File: src/rtl/rbt_cfg.svh
// constants of the raster boolean transfer datapath
// Contract
// - banded destination checked against band bottom, faults
// - unbanded destination never boundary checked
// - source may start at any bit address
// - expanded orders read unexpanded source from memory
// - replicate source pixels by factors 1 to 16
// - expansion on the fly, never stored
// - frame destination uses width as row pitch
// - frame rows packed bit contiguously
// - halftone tiles wrap horizontally and vertically
// - operand constants aa, cc, f0, 00, ff
// - all 256 boolean codes supported
// - operands not supplied read as zero
// - single operand orders touch only destination
// - two operand orders add source or halftone
// - three operand orders use all three
// - result written back into destination bitmap
// - block transfer stops past band bottom edge
// - after band fault, accept further orders
// - faulted transfer resumes from interruption point
// - fault reports resume state, band number stepped
`ifndef RBT_CFG_SVH
`define RBT_CFG_SVH
`define RBT_CONST_ZERO 8'h00
`define RBT_CONST_ONE 8'hff
`define RBT_CONST_DST 8'haa
`define RBT_CONST_SRC 8'hcc
`define RBT_CONST_HT 8'hf0
`define RBT_SCALE_MIN 5'h01
`define RBT_SCALE_MAX 5'h10
`define RBT_FIFO_DEPTH 16
`define RBT_ADDR_W 32
`endif

File: src/rtl/rbt_pkg.sv
// types of the raster boolean transfer datapath
`default_nettype none
package rbt_pkg;
  typedef enum logic [1:0] {OP_D = 2'b00, OP_SD = 2'b01, OP_HD = 2'b10, OP_SHD = 2'b11} opnd_type;
  typedef enum logic [1:0] {DK_BANDED = 2'b00, DK_UNBANDED = 2'b01, DK_FRAME = 2'b10} dkind_type;
  typedef struct packed {
    logic [15:0] row;
    logic [31:0] dst_addr;
    logic [31:0] src_addr;
    logic [4:0] sub_y;
    logic [15:0] ht_y;
    logic [7:0] band_num;
  } resume_type;
  typedef struct packed {
    logic [7:0] code;
    opnd_type opnd;
    dkind_type dkind;
    logic expand;
    logic rot180;
    logic [15:0] warp;
    logic [15:0] width;
    logic [15:0] height;
    logic [15:0] dst_y;
    logic [15:0] band_bot;
    logic [15:0] src_warp;
    logic [4:0] xs;
    logic [4:0] ys;
    logic [31:0] ht_addr;
    logic [15:0] ht_w;
    logic [15:0] ht_h;
    resume_type st;
  } order_type;
  typedef struct packed {
    logic [31:0] addr;
    logic data;
  } wr_type;
endpackage
`default_nettype wire

File: src/rtl/raster_boolean_transfer.sv
// pixel-serial raster boolean transfer datapath with write-back fifo
`include "rbt_cfg.svh"
`timescale 1ns/1ps
`default_nettype none

// ****************************************
// write-back fifo
// ****************************************
module rbt_fifo #(
  parameter int WIDTH = 33,
  parameter int DEPTH = `RBT_FIFO_DEPTH
) (
  input wire logic core_clk, // clock
  input wire logic rst, // async reset
  input wire logic in_valid, // push request
  output logic in_ready, // not full
  input wire logic [WIDTH-1:0] in_data, // push word
  output logic out_valid, // not empty
  input wire logic out_ready, // pop request
  output logic [WIDTH-1:0] out_data // head word
);
  localparam int AW = $clog2(DEPTH);
  logic [WIDTH-1:0] mem_ff [DEPTH];
  logic [AW-1:0] wp_ff, rp_ff;
  logic [AW:0] cnt_ff;
  logic push, pop;
  assign in_ready = (cnt_ff != (AW+1)'(DEPTH));
  assign out_valid = (cnt_ff != '0);
  assign push = in_valid & in_ready;
  assign pop = out_valid & out_ready;
  assign out_data = mem_ff[rp_ff];
  always_ff @(posedge core_clk) begin
    if (push) begin
      mem_ff[wp_ff] <= in_data;
    end
  end
  always_ff @(posedge core_clk or posedge rst) begin
    if (rst) begin
      wp_ff <= '0;
      rp_ff <= '0;
      cnt_ff <= '0;
    end else begin
      if (push) begin
        wp_ff <= (wp_ff == AW'(DEPTH-1)) ? '0 : wp_ff + 1'b1;
      end
      if (pop) begin
        rp_ff <= (rp_ff == AW'(DEPTH-1)) ? '0 : rp_ff + 1'b1;
      end
      cnt_ff <= cnt_ff + (AW+1)'(push) - (AW+1)'(pop);
    end
  end
endmodule

// ****************************************
// transfer engine
// ****************************************
module raster_boolean_transfer #(
  parameter int DEPTH = `RBT_FIFO_DEPTH
) (
  input wire logic core_clk, // 40 MHz clock
  input wire logic rst, // async reset, graphics soft reset
  input wire logic ord_valid, // order offered
  output logic ord_ready, // engine idle
  input wire rbt_pkg::order_type ord, // order parameters
  output logic rd_valid, // bit read request
  input wire logic rd_ready, // read taken
  output logic [31:0] rd_addr, // bit address to read
  input wire logic rd_resp_valid, // read data strobe
  input wire logic rd_resp_data, // read data bit
  output logic wr_valid, // bit write request
  input wire logic wr_ready, // write taken
  output logic [31:0] wr_addr, // bit address to write
  output logic wr_data, // bit to write
  output logic busy, // order in progress
  output logic done, // order finished pulse
  output logic fault, // band fault pulse
  output rbt_pkg::resume_type resume // resume state on fault
);
  typedef enum logic [2:0] {
    S_IDLE = 3'b000, S_ROW = 3'b001, S_RD = 3'b010,
    S_WT = 3'b011, S_PUSH = 3'b100, S_END = 3'b101
  } st_type;

  // the minterm of the three operand constants picks one code bit, halftone most significant
  function automatic logic rop(input logic [7:0] c, input logic h, input logic s, input logic d);
    logic [7:0] sel;
    sel = (h ? `RBT_CONST_HT : ~`RBT_CONST_HT) &
          (s ? `RBT_CONST_SRC : ~`RBT_CONST_SRC) &
          (d ? `RBT_CONST_DST : ~`RBT_CONST_DST);
    rop = |(c & sel);
  endfunction

  st_type state_ff, nxt_state;
  rbt_pkg::order_type o_ff;
  logic [15:0] row_ff, col_ff, scol_ff, hx_ff, hy_ff;
  logic [31:0] drow_ff, srow_ff, hrow_ff;
  logic [4:0] subx_ff, suby_ff;
  logic [1:0] opsel_ff, nxt_opsel;
  logic dbit_ff, sbit_ff, hbit_ff;
  logic use_s, use_h, last_col, over_band, fifo_in_ready, fifo_out_valid;
  logic [15:0] pitch;
  logic [31:0] rd_addr_ff;
  logic done_ff, fault_ff;
  rbt_pkg::resume_type resume_ff;
  rbt_pkg::wr_type push_w, head_w;

  assign use_s = (o_ff.opnd == rbt_pkg::OP_SD) || (o_ff.opnd == rbt_pkg::OP_SHD);
  assign use_h = (o_ff.opnd == rbt_pkg::OP_HD) || (o_ff.opnd == rbt_pkg::OP_SHD);
  assign pitch = (o_ff.dkind == rbt_pkg::DK_FRAME) ? o_ff.width : o_ff.warp;
  assign last_col = (col_ff == o_ff.width - 16'h0001);
  // only banded targets are bounded; unbanded and frame run to the end
  assign over_band = (o_ff.dkind == rbt_pkg::DK_BANDED) &&
                     ({1'b0, o_ff.dst_y} + {1'b0, row_ff} > {1'b0, o_ff.band_bot});

  // ****************************************
  // sequencing
  // ****************************************
  always_comb begin
    nxt_state = state_ff;
    nxt_opsel = opsel_ff;
    unique case (state_ff)
      S_IDLE: if (ord_valid) nxt_state = S_ROW;
      S_ROW: begin
        nxt_opsel = 2'h0;
        if (row_ff >= o_ff.height || over_band) nxt_state = S_END;
        else nxt_state = S_RD;
      end
      S_RD: if (rd_ready) nxt_state = S_WT;
      S_WT: begin
        if (rd_resp_valid) begin
          // unused operands are never fetched
          if (opsel_ff == 2'h0 && use_s) begin
            nxt_opsel = 2'h1;
            nxt_state = S_RD;
          end else if (opsel_ff != 2'h2 && use_h) begin
            nxt_opsel = 2'h2;
            nxt_state = S_RD;
          end else begin
            nxt_state = S_PUSH;
          end
        end
      end
      S_PUSH: begin
        nxt_opsel = 2'h0;
        if (fifo_in_ready) nxt_state = last_col ? S_ROW : S_RD;
      end
      S_END: if (!fifo_out_valid) nxt_state = S_IDLE;
      default: nxt_state = S_IDLE;
    endcase
  end

  always_ff @(posedge core_clk or posedge rst) begin
    if (rst) begin
      state_ff <= S_IDLE;
      opsel_ff <= 2'h0;
    end else begin
      state_ff <= nxt_state;
      opsel_ff <= nxt_opsel;
    end
  end

  always_ff @(posedge core_clk or posedge rst) begin
    if (rst) begin
      o_ff <= '0;
    end else if (state_ff == S_IDLE && ord_valid) begin
      o_ff <= ord;
    end
  end

  // ****************************************
  // address walk
  // ****************************************
  // the source pointer is a bit address, so any bit alignment works, and the
  // replicated image exists only as the subx/suby counters, never in memory
  always_ff @(posedge core_clk or posedge rst) begin
    if (rst) begin
      row_ff <= '0;
      col_ff <= '0;
      scol_ff <= '0;
      subx_ff <= '0;
      suby_ff <= '0;
      hx_ff <= '0;
      hy_ff <= '0;
      drow_ff <= '0;
      srow_ff <= '0;
      hrow_ff <= '0;
    end else if (state_ff == S_IDLE && ord_valid) begin
      row_ff <= ord.st.row;
      col_ff <= '0;
      scol_ff <= '0;
      subx_ff <= '0;
      hx_ff <= '0;
      drow_ff <= ord.st.dst_addr;
      srow_ff <= ord.st.src_addr;
      suby_ff <= ord.st.sub_y;
      hy_ff <= ord.st.ht_y;
      hrow_ff <= ord.ht_addr + 32'(ord.st.ht_y) * 32'(ord.ht_w);
    end else if (state_ff == S_PUSH && fifo_in_ready) begin
      if (last_col) begin
        row_ff <= row_ff + 16'h0001;
        col_ff <= '0;
        scol_ff <= '0;
        subx_ff <= '0;
        hx_ff <= '0;
        drow_ff <= drow_ff + 32'(pitch);
        if (!o_ff.expand || suby_ff == o_ff.ys - 5'h01) begin
          suby_ff <= '0;
          srow_ff <= srow_ff + 32'(o_ff.src_warp);
        end else begin
          suby_ff <= suby_ff + 5'h01;
        end
        if (hy_ff == o_ff.ht_h - 16'h0001) begin
          hy_ff <= '0;
          hrow_ff <= o_ff.ht_addr;
        end else begin
          hy_ff <= hy_ff + 16'h0001;
          hrow_ff <= hrow_ff + 32'(o_ff.ht_w);
        end
      end else begin
        col_ff <= col_ff + 16'h0001;
        if (!o_ff.expand || subx_ff == o_ff.xs - 5'h01) begin
          subx_ff <= '0;
          scol_ff <= scol_ff + 16'h0001;
        end else begin
          subx_ff <= subx_ff + 5'h01;
        end
        hx_ff <= (hx_ff == o_ff.ht_w - 16'h0001) ? '0 : hx_ff + 16'h0001;
      end
    end
  end

  always_ff @(posedge core_clk or posedge rst) begin
    if (rst) begin
      rd_addr_ff <= '0;
    end else if (state_ff == S_PUSH) begin
      // the column advances on this same edge, so aim the next read ahead of it
      rd_addr_ff <= drow_ff + 32'(col_ff) + 32'h0000_0001;
    end else begin
      unique case (nxt_opsel)
        2'h1: rd_addr_ff <= srow_ff + 32'(scol_ff);
        2'h2: rd_addr_ff <= hrow_ff + 32'(hx_ff);
        default: rd_addr_ff <= drow_ff + 32'(col_ff);
      endcase
    end
  end

  // ****************************************
  // operands and boolean unit
  // ****************************************
  always_ff @(posedge core_clk or posedge rst) begin
    if (rst) begin
      dbit_ff <= 1'b0;
      sbit_ff <= 1'b0;
      hbit_ff <= 1'b0;
    end else if (state_ff == S_ROW || (state_ff == S_PUSH && fifo_in_ready)) begin
      dbit_ff <= 1'b0;
      sbit_ff <= 1'b0;
      hbit_ff <= 1'b0;
    end else if (state_ff == S_WT && rd_resp_valid) begin
      unique case (opsel_ff)
        2'h1: sbit_ff <= rd_resp_data;
        2'h2: hbit_ff <= rd_resp_data;
        default: dbit_ff <= rd_resp_data;
      endcase
    end
  end

  // the write address is the destination address just read
  assign push_w.addr = drow_ff + 32'(col_ff);
  assign push_w.data = rop(o_ff.code, hbit_ff, sbit_ff, dbit_ff);

  // limitation: a source overlapping queued destination bits may read stale data
  rbt_fifo #(.WIDTH(33), .DEPTH(DEPTH)) u_fifo (
    .core_clk(core_clk),
    .rst(rst),
    .in_valid(state_ff == S_PUSH),
    .in_ready(fifo_in_ready),
    .in_data(push_w),
    .out_valid(fifo_out_valid),
    .out_ready(wr_ready),
    .out_data(head_w)
  );

  // ****************************************
  // status
  // ****************************************
  always_ff @(posedge core_clk or posedge rst) begin
    if (rst) begin
      done_ff <= 1'b0;
      fault_ff <= 1'b0;
      resume_ff <= '0;
    end else begin
      done_ff <= (state_ff == S_END) && !fifo_out_valid;
      fault_ff <= (state_ff == S_ROW) && (row_ff < o_ff.height) && over_band;
      if (state_ff == S_ROW && row_ff < o_ff.height && over_band) begin
        resume_ff.row <= row_ff;
        resume_ff.dst_addr <= drow_ff;
        resume_ff.src_addr <= srow_ff;
        resume_ff.sub_y <= suby_ff;
        resume_ff.ht_y <= hy_ff;
        resume_ff.band_num <= o_ff.rot180 ? o_ff.st.band_num - 8'h01 : o_ff.st.band_num + 8'h01;
      end
    end
  end

  assign ord_ready = (state_ff == S_IDLE);
  assign rd_valid = (state_ff == S_RD);
  assign rd_addr = rd_addr_ff;
  assign wr_valid = fifo_out_valid;
  assign wr_addr = head_w.addr;
  assign wr_data = head_w.data;
  assign busy = (state_ff != S_IDLE);
  assign done = done_ff;
  assign fault = fault_ff;
  assign resume = resume_ff;
endmodule
`default_nettype wire

File: config.mk
export PLATFORM = sky130hd
export DESIGN_NAME = raster_boolean_transfer
export DESIGN_NICKNAME = d
export VERILOG_FILES = /design/src/rtl/rbt_pkg.sv /design/src/rtl/raster_boolean_transfer.sv
export VERILOG_INCLUDE_DIRS = /design/src /design/src/rtl
export SDC_FILE = /design/constraint.sdc
export NUM_CORES = 2
export LEC_CHECK = 0
export BUFFER_PORTS_ARGS = -buffer_cell sky130_fd_sc_hd__buf_2
export CELL_PAD_IN_SITES_DETAIL_PLACEMENT = 2
export CELL_PAD_IN_SITES_GLOBAL_PLACEMENT = 2
export CORE_MARGIN = 2
export CORE_UTILIZATION = 37
export DETAILED_ROUTE_END_ITERATION = 10
export PLACE_DENSITY = 0.78
export SYNTH_ARGS = -nofsm -noshare
export SYNTH_HDL_FRONTEND = slang
export SYNTH_SLANG_ARGS = --single-unit
File: constraint.sdc
create_clock -name core_clk -period 16.7 [get_ports core_clk]
set_clock_uncertainty 0.05 [all_clocks]
set_input_delay 0.835 -clock core_clk [delete_from_list [all_inputs] [get_ports core_clk]]
set_output_delay 0.835 -clock core_clk [all_outputs]
set_load 0.02 [all_outputs]
* Word level (Yosys, flattened, before mapping)
Memories as Yosys holds them, arrays and structs flattened. Cells that the tools add are included.
Word-level totals: register bits 542, bits in latches 0, bits in writable memories 528, memory bits (read-only) 0, input port bits 300, output and inout port bits 180, logic and storage cells 219, memories kept 1
Memory list:
- u_fifo.mem_ff | words 16, width 33, read ports 1, clocked after Yosys merged registers in 0, write ports 1, RTL line raster_boolean_transfer.sv:23 | logic [WIDTH-1:0] mem_ff [DEPTH];
Operators by class: add/subtract/negate cells 27, $mul 1, divide/modulo/power cells 0, $lt $le $gt $ge 3, eq/ne operators 28, shift-type cells 0, multiplexer cells 71, bitwise operators 5, reduce and logical (&&, ||, !) cells 39
Operators with widths (number):
- 32-bit 2-to-1 mux | 12
- 16-bit 2-to-1 mux | 19
- 32-bit by 16-bit adder with 32-bit output | 6
- 16-bit by 1-bit adder with 16-bit output (second input constant) | 5
- 32-bit case mux with 2 select lines | 1
- 16-bit == test | 3
- 16-bit by 1-bit subtractor with 16-bit output (second input constant) | 3
- 5-bit 2-to-1 mux | 8
- 32-bit by 1-bit adder with 32-bit output (second input constant) | 1
- 32-bit adder | 1
- 16-bit by 16-bit multiplier with 32-bit output | 1
- 8-bit 2-to-1 mux | 4
- 8-bit AND | 3
- 3-bit 2-to-1 mux | 8
- 3-bit case mux with 6 select lines | 1
- 16-bit by 16-bit adder with 17-bit output | 1
- 17-bit by 16-bit > comparator with 1-bit output | 1
- 16-bit >= comparator | 1
- 16-bit less-than comparator | 1
- 2-bit nonzero test | 6
- 1-bit 2-to-1 mux | 11
- 5-bit by 1-bit adder with 5-bit output (second input constant) | 2
- 2-bit == test (second input constant) | 5
- 5-bit == test | 2
- other kinds (30) | 68

* Longest topological paths before layout
word-level depth 10, gate-level depth with buffers 25, depth with buffers taken out 24

* Hierarchy
A second synthesis with hierarchy kept.
Unflattened totals: cell total of the unflattened synthesis 6040, area, all modules 63916.3 um^2
Modules (own cells, without submodules):
- raster_boolean_transfer | times used 1, cells each 4994, area an instance 42957.4 um^2, sequential area each 13237.7 um^2
- rbt_fifo | times used 1, cells each 1046, area an instance 20958.9 um^2, sequential area each 16180.5 um^2

* Worst setup path after synthesis
OpenSTA, ideal clock, no wires.
kind in2reg, start input ord[132] in the netlist's numbering, end register hrow_ff[29], setup time 0.126 ns, data arrival time 6.489 ns, setup slack 10.035 ns, stages 24, cells stage by stage clkbuf_1 > clkbuf_1 > nand2_1 > fa_1 > inv_1 > fa_1 > inv_1 > fa_1 > inv_1 > fa_1 > fa_1 > inv_1 > fa_1 > inv_1 > ha_1 > a21oi_1 > o21bai_1 > a221oi_1 > a31oi_1 > a21oi_1 > o21bai_1 > a21oi_1 > xnor2_1 > a221o_1
Between the ends: longest elaborated chain between the ends 3
RTL lines:
- start, declared | RTL line raster_boolean_transfer.sv:64 | input wire rbt_pkg::order_type ord,
- 16-bit by 16-bit multiplier with 32-bit output | RTL line raster_boolean_transfer.sv:197 | hrow_ff <= ord.ht_addr + 32'(ord.st.ht_y) * 32'(ord.ht_w);
- 32-bit adder | RTL line raster_boolean_transfer.sv:197
- 32-bit 2-to-1 mux | RTL line raster_boolean_transfer.sv:187 | end else if (state_ff == S_IDLE && ord_valid) begin
- end signal, assigned | RTL line raster_boolean_transfer.sv:197
- end signal, assigned | RTL line raster_boolean_transfer.sv:214 | hrow_ff <= o_ff.ht_addr;
- end signal, assigned | RTL line raster_boolean_transfer.sv:217 | hrow_ff <= hrow_ff + 32'(o_ff.ht_w);
- end, declared | RTL line raster_boolean_transfer.sv:96 | logic [31:0] drow_ff, srow_ff, hrow_ff;
Every way passes these cells. A chain may end at the register's enable or synchronous reset.

* Final worst setup path
start input ord[15] in the netlist's numbering, end register hrow_ff[30]
The elaborated chain is that of the path after synthesis.

==> flow_summary_export.csv <==
group,metric,value,unit
synthesis,synth_area,63230,um^2
floorplan,start_util,37.31,%
cts,postCtsSetupBuffers,0,
cts,ctsHoldBuffers,0,
power_and_ir_drop,power,15.96,mW
layout,nets,7184,
cts,ctsResizeCount,0,
timing,finalSetupTns,0,ps
floorplan,dieArea,174200,um^2
layout,regArea,29430,um^2
cts,worstSkewPairLatency,760,ps
timing,tightest_slew,1390,ps
power_and_ir_drop,pwr_density_cell,221.4,nW/um^2
grt,grtUsageTotal,27.06,%
power_and_ir_drop,p_sw,7.455,mW
power_and_ir_drop,irDropWorstVdd,142.7,uV
drt,dr.pass1.iters,5,
worst_setup_path,cp.required,17210,ps
timing,fin_crit,6772,ps
power_and_ir_drop,swShare,46.70,%
layout,multi_input_area,31110,um^2
synthesis,yosysWarnings,0,
placement,dpl_cell_area,68060,um^2
worst_setup_path,end_kind,"flop",
synthesis,syn_avg_cell_area,10.57,um^2
timing,fin_ws,9928,ps
layout,final_area,72100,um^2
synthesis,syn_nets,6794,
drt,post_drt_via_cell_ratio,5.613,
synthesis,synth_commonest_cells,"986 x nand2_1, 542 x dfrtp_1, 528 x edfxtp_1",
timing,rsz0062_at_grt,"no",
worst_setup_path,startpoint_type,"primary input",
floorplan,pin_count,480,
worst_setup_path,max_stage_delay,610,ps
worst_setup_path,cp.arrival,7280,ps
synthesis,yosys.area.top_type_share,25.08,%
cts,clock_path_buffers,3,
power_and_ir_drop,combPwrFrac,54.7,%
synthesis,synthDistinctLibCells,94,
timing,slew_violations,0,
worst_setup_path,crit_fanout,17,
drt,drc,0,
drt,vias,48860,
outcome,outcome,"finished clean",
power_and_ir_drop,p_clk_share,17.1,%
worst_setup_path,cp_num_buf_inv,5,
timing,fin_crit_sh,40.55,%
layout,fillers,17830,
placement,port_buffers,479,
grt,grt_pass1_wl,356.9,mm
grt,grt-ovfl-total,0,
floorplan,die_h,417.4,um
drt,ant_nets,0,
worst_setup_path,crit_top_cell,"fa_1",
timing,setup-violations-final,0,
synthesis,synthArstFlopShare,50.65,%
worst_setup_path,crit_chain,"buf_2, and2_1, fa_1, inv_1, fa_1, fa_1, fa_1, inv_1, fa_1, inv_1, fa_1, inv_1, ha_1, nand3_1, nor4_1, nor3_1, o31ai_1, a31o_2, a41o_1, nand3_1, a31oi_1, xnor2_1, o211ai_1",
drt,drt_iter0_drc,2894,
power_and_ir_drop,p_seq_share,28.2,%
placement,pre_cts_slack,9197,ps
synthesis,yosysTopAreaCell,"edfxtp_1",
drt,wl,237.7,mm
grt,grt_pass1_vias,54550,
cts,cts_buffers,121,
floorplan,core_area,169500,um^2
cts,htreeDepth,3,
layout,drive_above_1_share,15.71,%
worst_setup_path,crit_type,"in -> reg",
synthesis,yosys-top-cells-area,"edfxtp_1 25%, dfrtp_1 21%, fa_1 7.4%",
drt,wl_per_cell,27.30,um
cts,cts_tree,"done",
synthesis,synth_edf_count,528,
power_and_ir_drop,p_leak,30.75,nW
layout,syn_to_final_growth,14.04,%
power_and_ir_drop,p_int,8.508,mW
flow_run,drv_cap,0,
synthesis,synth-seq-cells,1070,
grt,antenna_found_initial,24,
timing,fmax,0.1477,GHz
placement,dp_hpwl,170.4,mm
synthesis,ys_seq_area_share,46.53,%
cts,cts-root-buf,"clkbuf_16",
floorplan,fp.dieW,417.4,um
grt,grt_max_degree,160,
worst_setup_path,cpMaxStageDelayCell,"o31ai_1",
synthesis,synthCells,5982,
synthesis,post-synth-top-count-cell,"nand2_1",
placement,place_congestion,0.9024,
timing,hold_viol_final,0,
synthesis,ys.flop_type,"dfrtp_1",
cts,cts_sinks,1070,
floorplan,rows,151,
hold_path,worstHoldPathType,"in -> async",
timing,max-slew-margin-rel,6.860,%
cts,path_clk_slew,60,ps
worst_setup_path,path_delay_family,"adder cells",
registers in the layout (all words and copies together) (netlist names), 16 cells and up:
name / count
u_fifo.mem_ff: 528
o_ff: 192
resume: 109
drow_ff: 32
hrow_ff: 32
rd_addr: 32
srow_ff: 32
col_ff: 16
hx_ff: 16
hy_ff: 16
row_ff: 16
scol_ff: 16
power by group through the flow:
stage	Clock (mW)	Combinational, mW	Sequential [mW]
floorplan	0	5.89	4.24
global placement	0	8.18	4.49
detailed placement	0	8.66	4.53
CTS	2.79	8.78	4.49
global route	2.87	9.65	4.57
finish	2.73	8.74	4.50
stage by stage:
| step | instances | util [%] | hold WS (ps) |
|---|---|---|---|
| after global placement | 8467 | 40.16 | 405.5 |
| final | 8705 | 42.54 | 122.7 |
| after floorplan | 5982 | - | 387.9 |
| after global routing | 8705 | 42.54 | 174.7 |
| after CTS | 8692 | 42.53 | 154.8 |
| after detailed placement | 8467 | 40.16 | 417.4 |
path summary, 6_finish.rpt:
| kind | from | end | slack, ps | cells after the start |
|---|---|---|---|---|
| worst max-delay path | ord[15] | hrow_ff[30] | 9930 | 23 |
| worst min-delay path | rst | o_ff[289] | 120 | 2 |
| worst max register to register | row_ff[0] | resume[48] | 10160 | 20 |
| worst min register to register | o_ff[161] | o_ff[161] | 430 | 2 |
| max in group asynchronous | rst | col_ff[4] | 14240 | 4 |
| min in group core_clk | ord[271] | o_ff[271] | 210 | 3 |
layer usage:
metal  wire length, um  GRT usage, %  share of wire, %
met1             96620         32.89                41
met2            121200         48.03                51
met3              7521         2.641               3.2
met4             12300         13.10               5.2
met5                27             0             0.011
logic make-up (layout without fill, tap and decap cells):
family	after synthesis	after routing	synth area share, %
DFF	1070	1070	46.53
and+or+nand+nor	1917	1917	13.91
adders and majority gates	512	512	12.91
buffers and inverters	754	1246	4.561
AOI/OAI and AO/OA	1104	1104	11.09
xor gates and xnor gates	295	295	4.132
muxes	330	330	6.861
other	0	13	0
cell usage in the layout (no fill, tap or decap), types with 18 or more instances in the layout:
cell,synthesis,routed
nand2_1,986,985
dfrtp_1,542,539
edfxtp_1,528,528
buf_2,24,479
inv_1,470,469
o21ai_0,358,358
ha_1,278,278
nor2_1,256,242
fa_1,234,234
a21oi_1,233,233
xnor2_1,174,170
mux2_2,147,147
and2_1,141,139
clkbuf_16,0,123
nand3_1,121,121
xor2_1,118,118
mux2i_1,115,115
nor3_1,102,98
buf_4,4,69
a21o_1,68,68
mux4_2,68,68
and3_1,58,57
nand4_1,53,53
a221oi_1,48,48
a22oi_1,47,47
a31oi_1,40,40
nand2b_1,37,36
o211ai_1,36,36
o21a_1,34,34
nor2b_1,35,34
clkbuf_1,220,34
a211oi_1,32,32
or3_1,27,27
nor4_1,24,24
o22ai_1,21,21
o21bai_1,21,21
clkinv_2,0,20
o31ai_1,18,18
worst reg2reg max path, cell delays in order, from the launching register on:
cell and delay [ps]:
dfrtp_1 470, ha_1 260, fa_1 430, a21o_1 210, a21oi_1 240, o21ai_0 170
nand2_1 120, o2111ai_1 200, and3_1 240, nor2_1 190, ha_1 180, nand4_1 140
nor2_1 220, o31ai_1 110, o211a_1 170, o21ai_0 170, nand3_1 180, a311oi_1 350
and3_4 920, buf_4 870, mux2_2 500
layout make-up:
type | instances | area share [%]
antenna | 13 | 0.04512
inverter | 470 | 2.457
clock inverter | 50 | 0.7844
clock buffer | 175 | 4.772
timing repair buffer | 551 | 4.127
tap | 2218 | 3.849
sequential | 1070 | 40.81
multi-input combinational | 4158 | 43.15
No activity file was read; power rests on OpenSTA's default activity.
